File: config.mk
export PLATFORM = sky130hd
export DESIGN_NAME = asst_seq
export DESIGN_NICKNAME = d
export VERILOG_FILES = /design/src/asst_pkg.sv /design/src/asst_seq.sv
export VERILOG_INCLUDE_DIRS = /design/src
export SDC_FILE = /design/constraint.sdc
export NUM_CORES = 2
export LEC_CHECK = 0
export BUFFER_PORTS_ARGS = -buffer_cell sky130_fd_sc_hd__buf_2
export CELL_PAD_IN_SITES_DETAIL_PLACEMENT = 2
export CELL_PAD_IN_SITES_GLOBAL_PLACEMENT = 2
export CORE_UTILIZATION = 50
export CTS_CLUSTER_SIZE = 28
export DETAILED_ROUTE_END_ITERATION = 10
export PLACE_DENSITY = 0.86
export SETUP_SLACK_MARGIN = 0.05
export SLEW_MARGIN = 20
export SYNTH_ARGS = -nofsm -noshare
export SYNTH_HDL_FRONTEND = slang
export SYNTH_SLANG_ARGS = --single-unit
File: constraint.sdc
create_clock -name clk -period 5.54 [get_ports clk]
set_input_delay 0.831 -clock clk [delete_from_list [all_inputs] [get_ports clk]]
set_output_delay 0.831 -clock clk [all_outputs]
set_load 0.01 [all_outputs]
File: src/asst_defines.svh
`ifndef ASST_DEFINES_SVH
`define ASST_DEFINES_SVH
// register byte offsets
`define ASST_REG_CTRL 8'h00
`define ASST_REG_REPEAT 8'h04
`define ASST_REG_STEPS 8'h08
`define ASST_REG_STEP_SEL 8'h0c
`define ASST_REG_LEVEL 8'h10
`define ASST_REG_DWELL 8'h14
`define ASST_REG_FLAG 8'h18
`define ASST_REG_DC 8'h1c
`define ASST_REG_CMD 8'h20
`define ASST_REG_OPSTAT 8'h24
`define ASST_REG_PIN_CFG 8'h28
`define ASST_REG_INT_STAT 8'h2c
`define ASST_REG_INT_CLR 8'h30
`define ASST_REG_INT_EN 8'h34
`define ASST_REG_SETPT 8'h38
// command bits
`define ASST_CMD_INIT 0
`define ASST_CMD_FORCE 1
`define ASST_CMD_BUS_TRG 2
`define ASST_CMD_IMM 3
`define ASST_CMD_ABORT 4
// operation status bits
`define ASST_OP_RUNNING 0
`define ASST_OP_ARMING 1
`define ASST_OP_WAITING 4
// interrupt bits
`define ASST_INT_STEP 0
`define ASST_INT_DONE 1
`define ASST_INT_ARMED 2
`define ASST_INT_DISCARD 3
`define ASST_INT_W 4
// sizes and reset values
`define ASST_STEP_AW 4
`define ASST_STEP_N 16
`define ASST_LEVEL_W 16
`define ASST_DWELL_W 24
`define ASST_PIN_N 8
`define ASST_CTRL_RST 11'h000
// timing
`define ASST_CLK_MHZ 100
`define ASST_TICK_NS 1000
`define ASST_CLK_NS 10
`define ASST_TICK_CYC (`ASST_TICK_NS / `ASST_CLK_NS)
`define ASST_ARM_DELAY_US 2000
`define ASST_ARM_DELAY_CYC (`ASST_ARM_DELAY_US * `ASST_CLK_MHZ)
`endif

File: src/asst_pkg.sv
package asst_pkg;
  // sequencer states, one-hot
  typedef enum logic [3:0] {
    ASST_IDLE = 4'h1,
    ASST_ARMING = 4'h2,
    ASST_WAIT = 4'h4,
    ASST_RUN = 4'h8
  } asst_state_type;
  // trigger source selection
  typedef enum logic [2:0] {
    ASST_SRC_BUS = 3'h0,
    ASST_SRC_IMM = 3'h1,
    ASST_SRC_EXT = 3'h2,
    ASST_SRC_PIN = 3'h3
  } asst_src_type;
  // waveform quantity
  typedef enum logic [1:0] {
    ASST_Q_VOLT = 2'h0,
    ASST_Q_CURR = 2'h1,
    ASST_Q_POW = 2'h2,
    ASST_Q_RES = 2'h3
  } asst_qty_type;
  // control register layout, msb first
  typedef struct packed {
    logic [2:0] pin_num;
    asst_src_type src;
    logic mode_arb;
    logic keep_last;
    asst_qty_type qty;
    logic user_step_shape;
  } asst_ctrl_type;
  // output setpoint carrier
  typedef struct packed {
    asst_qty_type qty;
    logic [15:0] level;
  } asst_setpt_type;
endpackage : asst_pkg

File: src/asst_seq.sv
`include "asst_defines.svh"
// Summary of operation
// - stored step level list drives setpoint in order while user step shape selected.
// - each step holds its level for its own dwell before advancing.
// - step with flag set emits one trigger pulse as it begins.
// - step values are tagged with the chosen quantity, fixed at sequence start.
// - at completion restore prior dc setpoint or keep last level, per selection.
// - repeat count sets number of passes; count of one plays once.
// - endless repeat replays list forever until aborted.
// - triggers launch the waveform only in arbitrary transient mode.
// - bus source accepts device trigger command or group execute trigger.
// - immediate source triggers at once on panel or host immediate request.
// - external source accepts any pin configured as trigger input.
// - pin source uses only numbered pin, which must be configured trigger input.
// - host initiates first; forced trigger starts regardless of source.
// - arming delay follows initiation; earlier triggers are discarded.
// - waiting flag at bit 4 of operation status once armed.
module asst_seq import asst_pkg::*; #(
  parameter int ARM_DELAY_CYC = `ASST_ARM_DELAY_CYC
) (
  // clock and reset
  input wire logic clk,
  input wire logic rst,
  // register port
  input wire logic [7:0] addr,
  input wire logic [31:0] wdata,
  input wire logic wr,
  input wire logic rd,
  output logic [31:0] rdata,
  // trigger sources outside the register port
  input wire logic bus_get,
  input wire logic panel_imm,
  input wire logic [`ASST_PIN_N-1:0] dig_pin_in,
  // waveform outputs
  output asst_setpt_type setpt,
  output logic trig_out,
  output logic irq
);

  // dwell of zero is treated as one tick so a step always lasts
  function automatic logic [`ASST_DWELL_W-1:0] dwell_ticks(input logic [`ASST_DWELL_W-1:0] d);
    dwell_ticks = (d == '0) ? `ASST_DWELL_W'(1) : d;
  endfunction : dwell_ticks

  // register write decode
  function automatic logic wr_hit(input logic [7:0] a, input logic [7:0] off, input logic w);
    wr_hit = w && (a == off);
  endfunction : wr_hit

  // step memories
  logic [`ASST_LEVEL_W-1:0] level_mem [`ASST_STEP_N];
  logic [`ASST_DWELL_W-1:0] dwell_mem [`ASST_STEP_N];
  logic [`ASST_STEP_N-1:0] flag_ff;

  // software registers
  asst_ctrl_type ctrl_ff;
  logic [15:0] rep_cnt_ff;
  logic endless_repeat_ff;
  logic [`ASST_STEP_AW-1:0] last_step_ff;
  logic [`ASST_STEP_AW-1:0] step_sel_ff;
  logic [`ASST_LEVEL_W-1:0] dc_ff;
  logic [`ASST_PIN_N-1:0] pin_cfg_ff;
  logic [`ASST_INT_W-1:0] int_stat_ff;
  logic [`ASST_INT_W-1:0] int_en_ff;
  logic [31:0] rdata_ff;

  // sequencer state
  asst_state_type state_ff;
  asst_state_type nxt_state;
  logic [31:0] arm_cnt_ff;
  logic [6:0] tick_cnt_ff;
  logic tick_ff;
  logic [`ASST_STEP_AW-1:0] idx_ff;
  logic [`ASST_DWELL_W-1:0] dwell_cnt_ff;
  logic [15:0] remain_ff;
  logic [`ASST_LEVEL_W-1:0] saved_dc_ff;
  logic keep_last_run_ff;
  asst_setpt_type setpt_ff;
  logic trig_out_ff;
  logic irq_ff;

  // pin synchronisers and edge detect
  logic [`ASST_PIN_N-1:0] pin_meta_ff;
  logic [`ASST_PIN_N-1:0] pin_sync_ff;
  logic [`ASST_PIN_N-1:0] pin_prev_ff;
  logic [`ASST_PIN_N-1:0] pin_rise;

  // command strobes
  logic cmd_wr;
  logic cmd_init;
  logic cmd_force;
  logic cmd_abort;
  logic bus_trg;
  logic imm_trg;
  logic src_trg;
  logic any_trg;
  logic launch;
  logic step_done;
  logic pass_end;
  logic seq_end;
  logic armed_evt;
  logic discard_evt;
  logic step_evt;
  logic [`ASST_INT_W-1:0] int_set;

  assign cmd_wr = wr_hit(addr, `ASST_REG_CMD, wr);
  assign cmd_init = cmd_wr && wdata[`ASST_CMD_INIT];
  assign cmd_force = cmd_wr && wdata[`ASST_CMD_FORCE];
  assign cmd_abort = cmd_wr && wdata[`ASST_CMD_ABORT];
  assign bus_trg = (cmd_wr && wdata[`ASST_CMD_BUS_TRG]) || bus_get;
  assign imm_trg = (cmd_wr && wdata[`ASST_CMD_IMM]) || panel_imm;
  assign pin_rise = pin_sync_ff & ~pin_prev_ff;

  // trigger source selection
  always_comb begin
    case (ctrl_ff.src)
      ASST_SRC_BUS: src_trg = bus_trg;
      ASST_SRC_IMM: src_trg = imm_trg;
      ASST_SRC_EXT: src_trg = |(pin_rise & pin_cfg_ff);
      ASST_SRC_PIN: src_trg = pin_rise[ctrl_ff.pin_num] & pin_cfg_ff[ctrl_ff.pin_num];
      default: src_trg = 1'b0;
    endcase
  end

  // a forced trigger works whatever the source
  assign any_trg = src_trg || cmd_force;
  // launch needs arm completion and arbitrary mode with the step shape
  assign launch = (state_ff == ASST_WAIT) && any_trg && ctrl_ff.mode_arb
    && ctrl_ff.user_step_shape;
  assign discard_evt = (state_ff == ASST_ARMING) && any_trg;
  assign armed_evt = (state_ff == ASST_ARMING) && (arm_cnt_ff == 32'h0000_0000);
  assign step_done = (state_ff == ASST_RUN) && tick_ff && (dwell_cnt_ff == `ASST_DWELL_W'(1));
  assign pass_end = step_done && (idx_ff == last_step_ff);
  assign seq_end = pass_end && !endless_repeat_ff && (remain_ff <= 16'h0001);
  assign step_evt = trig_out_ff;

  // next state
  always_comb begin
    nxt_state = state_ff;
    case (state_ff)
      ASST_IDLE: begin
        if (cmd_init) begin
          nxt_state = ASST_ARMING;
        end
      end
      ASST_ARMING: begin
        if (cmd_abort) begin
          nxt_state = ASST_IDLE;
        end else if (armed_evt) begin
          nxt_state = ASST_WAIT;
        end
      end
      ASST_WAIT: begin
        if (cmd_abort) begin
          nxt_state = ASST_IDLE;
        end else if (launch) begin
          nxt_state = ASST_RUN;
        end
      end
      ASST_RUN: begin
        if (cmd_abort || seq_end) begin
          nxt_state = ASST_IDLE;
        end
      end
      default: nxt_state = ASST_IDLE;
    endcase
  end

  // state register
  always_ff @(posedge clk) begin
    if (rst) begin
      state_ff <= ASST_IDLE;
    end else begin
      state_ff <= nxt_state;
    end
  end

  // arming delay counter, loaded on initiation
  always_ff @(posedge clk) begin
    if (rst) begin
      arm_cnt_ff <= 32'h0000_0000;
    end else if (state_ff == ASST_IDLE && cmd_init) begin
      arm_cnt_ff <= 32'(ARM_DELAY_CYC - 1);
    end else if (state_ff == ASST_ARMING && arm_cnt_ff != 32'h0000_0000) begin
      arm_cnt_ff <= arm_cnt_ff - 32'h0000_0001;
    end
  end

  // one microsecond dwell tick, restarted at launch
  always_ff @(posedge clk) begin
    if (rst || launch) begin
      tick_cnt_ff <= 7'h00;
      tick_ff <= 1'b0;
    end else if (tick_cnt_ff == 7'(`ASST_TICK_CYC - 1)) begin
      tick_cnt_ff <= 7'h00;
      tick_ff <= 1'b1;
    end else begin
      tick_cnt_ff <= tick_cnt_ff + 7'h01;
      tick_ff <= 1'b0;
    end
  end

  // step index and dwell count
  always_ff @(posedge clk) begin
    if (rst) begin
      idx_ff <= '0;
      dwell_cnt_ff <= '0;
    end else if (launch) begin
      idx_ff <= '0;
      dwell_cnt_ff <= dwell_ticks(dwell_mem[0]);
    end else if (step_done) begin
      if (pass_end) begin
        idx_ff <= '0;
        dwell_cnt_ff <= dwell_ticks(dwell_mem[0]);
      end else begin
        idx_ff <= idx_ff + `ASST_STEP_AW'(1);
        dwell_cnt_ff <= dwell_ticks(dwell_mem[idx_ff + `ASST_STEP_AW'(1)]);
      end
    end else if (state_ff == ASST_RUN && tick_ff) begin
      dwell_cnt_ff <= dwell_cnt_ff - `ASST_DWELL_W'(1);
    end
  end

  // remaining passes; zero is taken as one pass
  always_ff @(posedge clk) begin
    if (rst) begin
      remain_ff <= 16'h0000;
    end else if (launch) begin
      remain_ff <= rep_cnt_ff;
    end else if (pass_end && remain_ff != 16'h0000) begin
      remain_ff <= remain_ff - 16'h0001;
    end
  end

  // snapshot of settings taken as the waveform starts
  always_ff @(posedge clk) begin
    if (rst) begin
      saved_dc_ff <= '0;
      keep_last_run_ff <= 1'b0;
    end else if (launch) begin
      saved_dc_ff <= dc_ff;
      keep_last_run_ff <= ctrl_ff.keep_last;
    end
  end

  // output setpoint
  always_ff @(posedge clk) begin
    if (rst) begin
      setpt_ff <= '0;
    end else if (launch) begin
      setpt_ff.level <= level_mem[0];
      setpt_ff.qty <= ctrl_ff.qty;
    end else if (seq_end || (cmd_abort && state_ff == ASST_RUN)) begin
      if (!keep_last_run_ff || cmd_abort) begin
        setpt_ff.level <= saved_dc_ff;
      end
    end else if (step_done) begin
      setpt_ff.level <= pass_end ? level_mem[0]
        : level_mem[idx_ff + `ASST_STEP_AW'(1)];
    end else if (state_ff != ASST_RUN && wr_hit(addr, `ASST_REG_DC, wr)) begin
      setpt_ff.level <= wdata[`ASST_LEVEL_W-1:0];
      setpt_ff.qty <= ctrl_ff.qty;
    end
  end

  // step start trigger pulse, one cycle
  always_ff @(posedge clk) begin
    if (rst) begin
      trig_out_ff <= 1'b0;
    end else if (launch) begin
      trig_out_ff <= flag_ff[0];
    end else if (step_done && !seq_end && !cmd_abort) begin
      trig_out_ff <= pass_end ? flag_ff[0] : flag_ff[idx_ff + `ASST_STEP_AW'(1)];
    end else begin
      trig_out_ff <= 1'b0;
    end
  end

  // digital pin synchronisers
  always_ff @(posedge clk) begin
    if (rst) begin
      pin_meta_ff <= '0;
      pin_sync_ff <= '0;
      pin_prev_ff <= '0;
    end else begin
      pin_meta_ff <= dig_pin_in;
      pin_sync_ff <= pin_meta_ff;
      pin_prev_ff <= pin_sync_ff;
    end
  end

  // control and configuration registers
  always_ff @(posedge clk) begin
    if (rst) begin
      ctrl_ff <= asst_ctrl_type'(`ASST_CTRL_RST);
      rep_cnt_ff <= 16'h0001;
      endless_repeat_ff <= 1'b0;
      last_step_ff <= '0;
      step_sel_ff <= '0;
      dc_ff <= '0;
      pin_cfg_ff <= '0;
      int_en_ff <= '0;
    end else begin
      if (wr_hit(addr, `ASST_REG_CTRL, wr)) begin
        ctrl_ff <= asst_ctrl_type'(wdata[10:0]);
      end
      if (wr_hit(addr, `ASST_REG_REPEAT, wr)) begin
        rep_cnt_ff <= wdata[15:0];
        endless_repeat_ff <= wdata[16];
      end
      if (wr_hit(addr, `ASST_REG_STEPS, wr)) begin
        last_step_ff <= wdata[`ASST_STEP_AW-1:0];
      end
      if (wr_hit(addr, `ASST_REG_STEP_SEL, wr)) begin
        step_sel_ff <= wdata[`ASST_STEP_AW-1:0];
      end
      if (wr_hit(addr, `ASST_REG_DC, wr)) begin
        dc_ff <= wdata[`ASST_LEVEL_W-1:0];
      end
      if (wr_hit(addr, `ASST_REG_PIN_CFG, wr)) begin
        pin_cfg_ff <= wdata[`ASST_PIN_N-1:0];
      end
      if (wr_hit(addr, `ASST_REG_INT_EN, wr)) begin
        int_en_ff <= wdata[`ASST_INT_W-1:0];
      end
    end
  end

  // step list memories, written at the selected index
  always_ff @(posedge clk) begin
    if (wr_hit(addr, `ASST_REG_LEVEL, wr)) begin
      level_mem[step_sel_ff] <= wdata[`ASST_LEVEL_W-1:0];
    end
    if (wr_hit(addr, `ASST_REG_DWELL, wr)) begin
      dwell_mem[step_sel_ff] <= wdata[`ASST_DWELL_W-1:0];
    end
  end

  // step flags
  always_ff @(posedge clk) begin
    if (rst) begin
      flag_ff <= '0;
    end else if (wr_hit(addr, `ASST_REG_FLAG, wr)) begin
      flag_ff[step_sel_ff] <= wdata[0];
    end
  end

  // sticky interrupt status; a new event wins over a clear
  assign int_set = {discard_evt, armed_evt, seq_end, step_evt};
  always_ff @(posedge clk) begin
    if (rst) begin
      int_stat_ff <= '0;
      irq_ff <= 1'b0;
    end else begin
      if (wr_hit(addr, `ASST_REG_INT_CLR, wr)) begin
        int_stat_ff <= (int_stat_ff & ~wdata[`ASST_INT_W-1:0]) | int_set;
      end else begin
        int_stat_ff <= int_stat_ff | int_set;
      end
      irq_ff <= |(int_stat_ff & int_en_ff);
    end
  end

  // read data, valid only in the cycle after the read strobe
  always_ff @(posedge clk) begin
    if (rst || !rd) begin
      rdata_ff <= 32'h0000_0000;
    end else begin
      case (addr)
        `ASST_REG_CTRL: rdata_ff <= {21'h000000, ctrl_ff};
        `ASST_REG_REPEAT: rdata_ff <= {15'h0000, endless_repeat_ff, rep_cnt_ff};
        `ASST_REG_STEPS: rdata_ff <= {28'h0000000, last_step_ff};
        `ASST_REG_STEP_SEL: rdata_ff <= {28'h0000000, step_sel_ff};
        `ASST_REG_LEVEL: rdata_ff <= {16'h0000, level_mem[step_sel_ff]};
        `ASST_REG_DWELL: rdata_ff <= {8'h00, dwell_mem[step_sel_ff]};
        `ASST_REG_FLAG: rdata_ff <= {31'h00000000, flag_ff[step_sel_ff]};
        `ASST_REG_DC: rdata_ff <= {16'h0000, dc_ff};
        `ASST_REG_OPSTAT: begin
          rdata_ff <= 32'h0000_0000;
          rdata_ff[`ASST_OP_RUNNING] <= (state_ff == ASST_RUN);
          rdata_ff[`ASST_OP_ARMING] <= (state_ff == ASST_ARMING);
          rdata_ff[`ASST_OP_WAITING] <= (state_ff == ASST_WAIT);
        end
        `ASST_REG_PIN_CFG: rdata_ff <= {24'h000000, pin_cfg_ff};
        `ASST_REG_INT_STAT: rdata_ff <= {28'h0000000, int_stat_ff};
        `ASST_REG_INT_EN: rdata_ff <= {28'h0000000, int_en_ff};
        `ASST_REG_SETPT: rdata_ff <= {14'h0000, setpt_ff};
        default: rdata_ff <= 32'h0000_0000;
      endcase
    end
  end

  // outputs straight from flip-flops
  assign rdata = rdata_ff;
  assign setpt = setpt_ff;
  assign trig_out = trig_out_ff;
  assign irq = irq_ff;
endmodule : asst_seq

After elaboration in Yosys (flattened, before gate mapping)
Memories as Yosys holds them, arrays and structs flattened. A register that Yosys moved wholly into a read port is not among the register bits.
Index checks and enable logic that the tools add are counted.
{ "word_totals": {"register_bits": 265, "latch_bits": 0, "ram_bits": 640, "romBits": 0, "inputBits": 54, "out_inout_bits": 52, "word_cells": 206, "memories": 2} }
{ "mem_list": {"columns": ["name", "words", "word_bits", "rd", "rd_ports_with_merged_regs", "write_ports", "line", "rtl"], "rows": [
  ["dwell_mem", 16, 24, 3, 1, 1, "asst_seq.sv:52", "logic [`ASST_DWELL_W-1:0] dwell_mem [`ASST_STEP_N];"],
  ["level_mem", 16, 16, 3, 1, 1, "asst_seq.sv:51", "logic [`ASST_LEVEL_W-1:0] level_mem [`ASST_STEP_N];"]
]} }
{ "op_classes": {"addsub": 5, "mul": 0, "div_mod_pow": 0, "n_lt_le_gt_ge": 5, "eq_ne": 32, "shifts": 0, "mux": 52, "bitwise": 9, "reduce_logical": 68} }
{ "op_table": {"columns": ["operator", "n"], "rows": [
  ["$pmux 24 s13", 1],
  ["$mux 24", 6],
  ["$mux 16", 6],
  ["$mux 18", 4],
  ["$eq 8x6->1 const B", 7],
  ["$logic_not 24->1", 2],
  ["$mux 4", 12],
  ["$logic_and 1x1->1", 35],
  ["$eq 8x5->1 const B", 4],
  ["$logic_not 32->1", 1],
  ["$reduce_bool 32->1", 1],
  ["$sub 32x1->32 const B", 1],
  ["$eq 24x1->1 const B", 1],
  ["$sub 24x1->24 const B", 1],
  ["$and 8x8->8", 2],
  ["$bwmux 16", 1],
  ["$eq 8x4->1 const B", 2],
  ["$le 16x1->1 const B", 1],
  ["$pmux 4 s4", 1],
  ["$reduce_bool 16->1", 1],
  ["$sub 16x1->16 const B", 1],
  ["$mux 1", 13],
  ["$lt 4x5->1 const B", 2],
  ["$and 4x4->4", 2],
  ["other kinds (39)", 63]
]} }

Longest topological paths before layout
{ "depth": {"word_depth": 13, "mapped_depth": 12, "mapped_depth_nobuf": 9} }

Worst setup path after synthesis
No wires, ideal clock.
{ "synth_timing": {"kind": "input to register", "start": "in addr[1]", "end": "mem dwell_mem[11][0] (netlist name), enable pin", "setup_ps": 405, "arrival_time_ps": 3069, "t_required_ps": 5135, "setup_slack_ps": 2067, "path_stages": 6, "path_buffers": 1, "path_cell_list": "nor2_1 nand3b_1 nor2_1 nand2_1 clkbuf_1 nor2_1"} }
{ "synth_between": {"elab_chain_len": 4} }
{ "synth_lines": {"columns": ["item", "line", "rtl"], "rows": [
  ["start, declared", "asst_seq.sv:25", "input wire logic [7:0] addr,"],
  ["$eq 8x5->1", "asst_seq.sv:47", "wr_hit = w && (a == off);"],
  ["$logic_and 1x1->1", "asst_seq.sv:47", null],
  ["$mux 1", "asst_seq.sv:334", "if (wr_hit(addr, `ASST_REG_DWELL, wr)) begin"],
  ["$mux 1", "asst_seq.sv:335", "dwell_mem[step_sel_ff] <= wdata[`ASST_DWELL_W-1:0];"],
  ["end, declared", "asst_seq.sv:52", null]
]} }
Every way passes these cells.

Final worst setup path
{ "layout_timing": {"start": "reg dwell_cnt_ff[5]", "end": "reg setpt_ff (netlist bit setpt[4])"} }
{ "layout_between": {"elab_chain_len": 8, "word_cells_on_any_way": 13, "classes_between": "2 x eq/ne; 4 x mux; 7 x reduce/logical"} }
{ "layout_lines": {"columns": ["item", "line", "rtl"], "rows": [
  ["start, declared", "asst_seq.sv:74", "logic [`ASST_DWELL_W-1:0] dwell_cnt_ff;"],
  ["start signal, assigned", "asst_seq.sv:210", "dwell_cnt_ff <= dwell_ticks(dwell_mem[0]);"],
  ["start signal, assigned", "asst_seq.sv:214", "dwell_cnt_ff <= dwell_ticks(dwell_mem[0]);"],
  ["start signal, assigned", "asst_seq.sv:217", "dwell_cnt_ff <= dwell_ticks(dwell_mem[idx_ff + `ASST_STEP_AW'(1)]);"],
  ["$eq 24x1->1 (*)", "asst_seq.sv:132", "assign step_done = (state_ff == ASST_RUN) && tick_ff && (dwell_cnt_ff == `ASST_DWELL_W'(1));"],
  ["$logic_and 1x1->1 (*)", "asst_seq.sv:132", null],
  ["$logic_and 1x1->1", "asst_seq.sv:133", "assign pass_end = step_done && (idx_ff == last_step_ff);"],
  ["$logic_and 1x1->1 (2 in series)", "asst_seq.sv:134", "assign seq_end = pass_end && !endless_repeat_ff && (remain_ff <= 16'h0001);"],
  ["$logic_or 1x1->1", "asst_seq.sv:253", "end else if (seq_end || (cmd_abort && state_ff == ASST_RUN)) begin"],
  ["$ne 3x2->1 (no source line) (tied with other cells)", null, null],
  ["$reduce_and 2->1 (no source line) or $mux 18 (tied branches)", null, null],
  ["end, declared", "asst_seq.sv:78", "asst_setpt_type setpt_ff;"]
]} }
Every way passes the cells marked *; elsewhere a longest branch is shown, timed or not.
A chain may end at the register's enable or synchronous reset.

==> results.ini <==
[grt]
grt_start_max_net_pins = 173
overflow = 0
grt_pass1_wl_um = 252000
grt_usage_pct = 41.6
antenna_found_initial = 8
grt_pass1_vias = 32579

[placement]
port_buffers = 89
gp_congestion = 0.909
dpl.hpwl_um = 100000

[worst_setup_path]
critPathCaptureType = flop
cp_max_fo = 16
crit_slowest_cell = nor4_1
crit_type = flop to flop
r2r_end = setpt[4]
arrival_ns = 5.47
start_kind = flop
cp_cell_sequence = nor4_1 -> nand2_1 -> nor4_4 -> buf_4 -> o22ai_1 -> a41oi_2 -> o21ai_0 -> o31ai_1
r2r_cells = 8
max_stage_delay_ns = 0.88
worstPathRequired_ns = 6.08
reg2reg_setup_slack_ns = 0.61
rr_startpoint = dwell_cnt_ff[5]

[sta]
post-route-min-period_ns = 4.93
period_share_pct = 89.0
final-setup-viol-count = 0
final_max_slew_viol_count = 0
clock_skew_ns = 0.0398
grt_setup_unrepaired = no
tightest_slew_ns = 1.29
maxSlewHeadroom_pct = 13.3
fin_setup_tns_ns = 0
max_clock_freq_mhz = 203
hold_viol = 0

[cts]
cts_tree = done
h-tree-depth = 3
clk_latency_ns = 0.71
clk_path_buf_depth = 3
cts.sinks = 901
post_cts_buffers = 0
numCtsBuffers = 96
root_buffer = clkbuf_16
cts_resized = 0
clk_pin_slew_ns = 0.07
postCtsHoldBufs = 0

[routing]
drc_errors = 0
ant_nets = 0
firstDrtPassIters = 6
wl_um = 187000
post_drt_wl_per_cell_um = 46.0
drt_iter0_drc = 5893
num_vias = 32156
detail_route.vias_per_cell = 7.92

[logic_synthesis]
syn-mean-instance-area_um2 = 14.8
async_flop_share_pct = 0
yosysWarningCount = 0
synthFlopType = edfxtp_1
synthesis.area_um2 = 41900
synth_edf_count = 640
seq_area_frac_synth_pct = 58.4
synth_top_area_cell = edfxtp_1
ys_types = 69
ys_ff_latch = 901
netlist_instances = 2826
synth_top_area_share_pct = 45.9
yosys-top-cells-area = edfxtp_1 46%, mux4_2 21%, dfxtp_1 12%

[pwr]
ir_drop_mv = 0.354
cellPowerDensity_nw_per_um2 = 312
report.power.total_mw = 14.8
leakage_nw = 14.8

[cells_and_area]
fin_nets = 2960
nFillCells = 7083
drive_gt1_share_pct = 27.1
area_growth_pct = 13.2
final_common_cell = edfxtp_1
layout_common_cells = 640 x edfxtp_1, 382 x mux4_2, 256 x dfxtp_1

[floorplan]
die_y_um = 291
io_pins = 106
core-area_um2 = 82500
num_rows = 105
start_util_pct = 50.7
die_width_um = 291
dieArea_um2 = 84900

[hold_path]
hold_class = input pin to flop
min_path_cells = 2
hold_path_startpoint = dig_pin_in[5]
hold_end = pin_meta_ff[5]

[run]
maxCapViolCount = 0

[outcome]
status = complete, no violations

## synthesized netlist by cell type, types with 33 or more instances
library cell,n
nor3_1,38
nor2_1,203
a21oi_1,157
nand2_1,206
nor4_1,33
a211oi_1,50
dfxtp_1,261
edfxtp_1,640
xnor2_1,45
clkbuf_1,148
mux4_2,382
buf_1,41
mux2i_1,65
nand3_1,71
o21ai_0,54
nor2b_1,38
a22oi_1,51
## state kept, by name, summed over array words and instances, names as in the netlist, 18 cells and up, named ones only
register and count:
level_mem 256, setpt 18, dwell_mem 384, dwell_cnt_ff 24, arm_cnt_ff 32, rdata 24
## critical path: cells and delay by family, from the launching register on
kind | cells | cell delay, ns
compound gates | 4 | 1.70
buf+inv | 1 | 0.31
flops | 1 | 0.41
simple gates | 3 | 2.34
## cells by family after synthesis
logic type	count (synthesis)	share of synthesized area, %
and+or+nand+nor	726	8.47
other	1	0.00896
adders and majority gates	7	0.209
DFF	901	58.4
xor gates and xnor gates	68	1.42
buffers and inverters	223	2.12
muxes	475	22.9
AOI/OAI and AO/OA	425	6.51
## worst max-delay path by stage
| stage | startpoint | to | slack, ns | depth (start not counted) |
|---|---|---|---|---|
| after global routing | dwell_cnt_ff[5] | setpt[4] | 0.49 | 8 |
| after CTS | dwell_cnt_ff[5] | setpt[15] | 1.02 | 8 |
| after floorplan | addr[1] | dwell_mem[11][0] | 2.07 | 6 |
| final | dwell_cnt_ff[5] | setpt[4] | 0.61 | 8 |
| after detailed placement | addr[4] | setpt[13] | 0.97 | 9 |
| after global placement | addr[4] | setpt[0] | 1.16 | 9 |
## per-stage QoR
stage	util (%)	instances	cell area (um^2)	hold WS (ns)	setup slack [ns]
6_report	57.4	4060	47400	0.350	0.612
5_1_grt	57.4	4051	47400	0.367	0.491
4_1_cts	57.3	4047	47200	0.335	1.02
3_5_place_dp	53.2	3867	43900	0.440	0.966
3_3_place_gp	53.1	3863	43800	0.430	1.16
2_1_floorplan	-	2833	41900	0.414	2.07
## final cells by class
type                    instances  area (um^2)  share of cell area (%)
repair buffers                178         1380                    2.92
clock buffers                 131         2730                    5.75
multi-input cells            1709        16800                    35.4
clock inverters                49          641                    1.35
well taps                    1070         1340                    2.83
flip-flops and latches        901        24500                    51.6
diodes                          9         22.5                  0.0475
inverters                      13         48.8                   0.103
## metal layers
| layer | track usage, % | share of wire, % | up-vias |
|---|---|---|---|
| li1 | - | - | 11482 |
| met1 | 53.5 | 33 | 16424 |
| met2 | 64.9 | 45 | 3317 |
| met3 | 11.6 | 14 | 927 |
| met4 | 20.8 | 6.9 | 6 |
| met5 | 0 | 0.028 | - |
## power breakdown
part           leakage (nW)  internal [mW]  switching, mW
registers              7.86           7.22         0.0255
logic                  5.30         0.0745          0.242
clock network          1.64           3.97           3.24
total                  14.8           11.3           3.51
No activity file was read; power rests on OpenSTA's default activity.
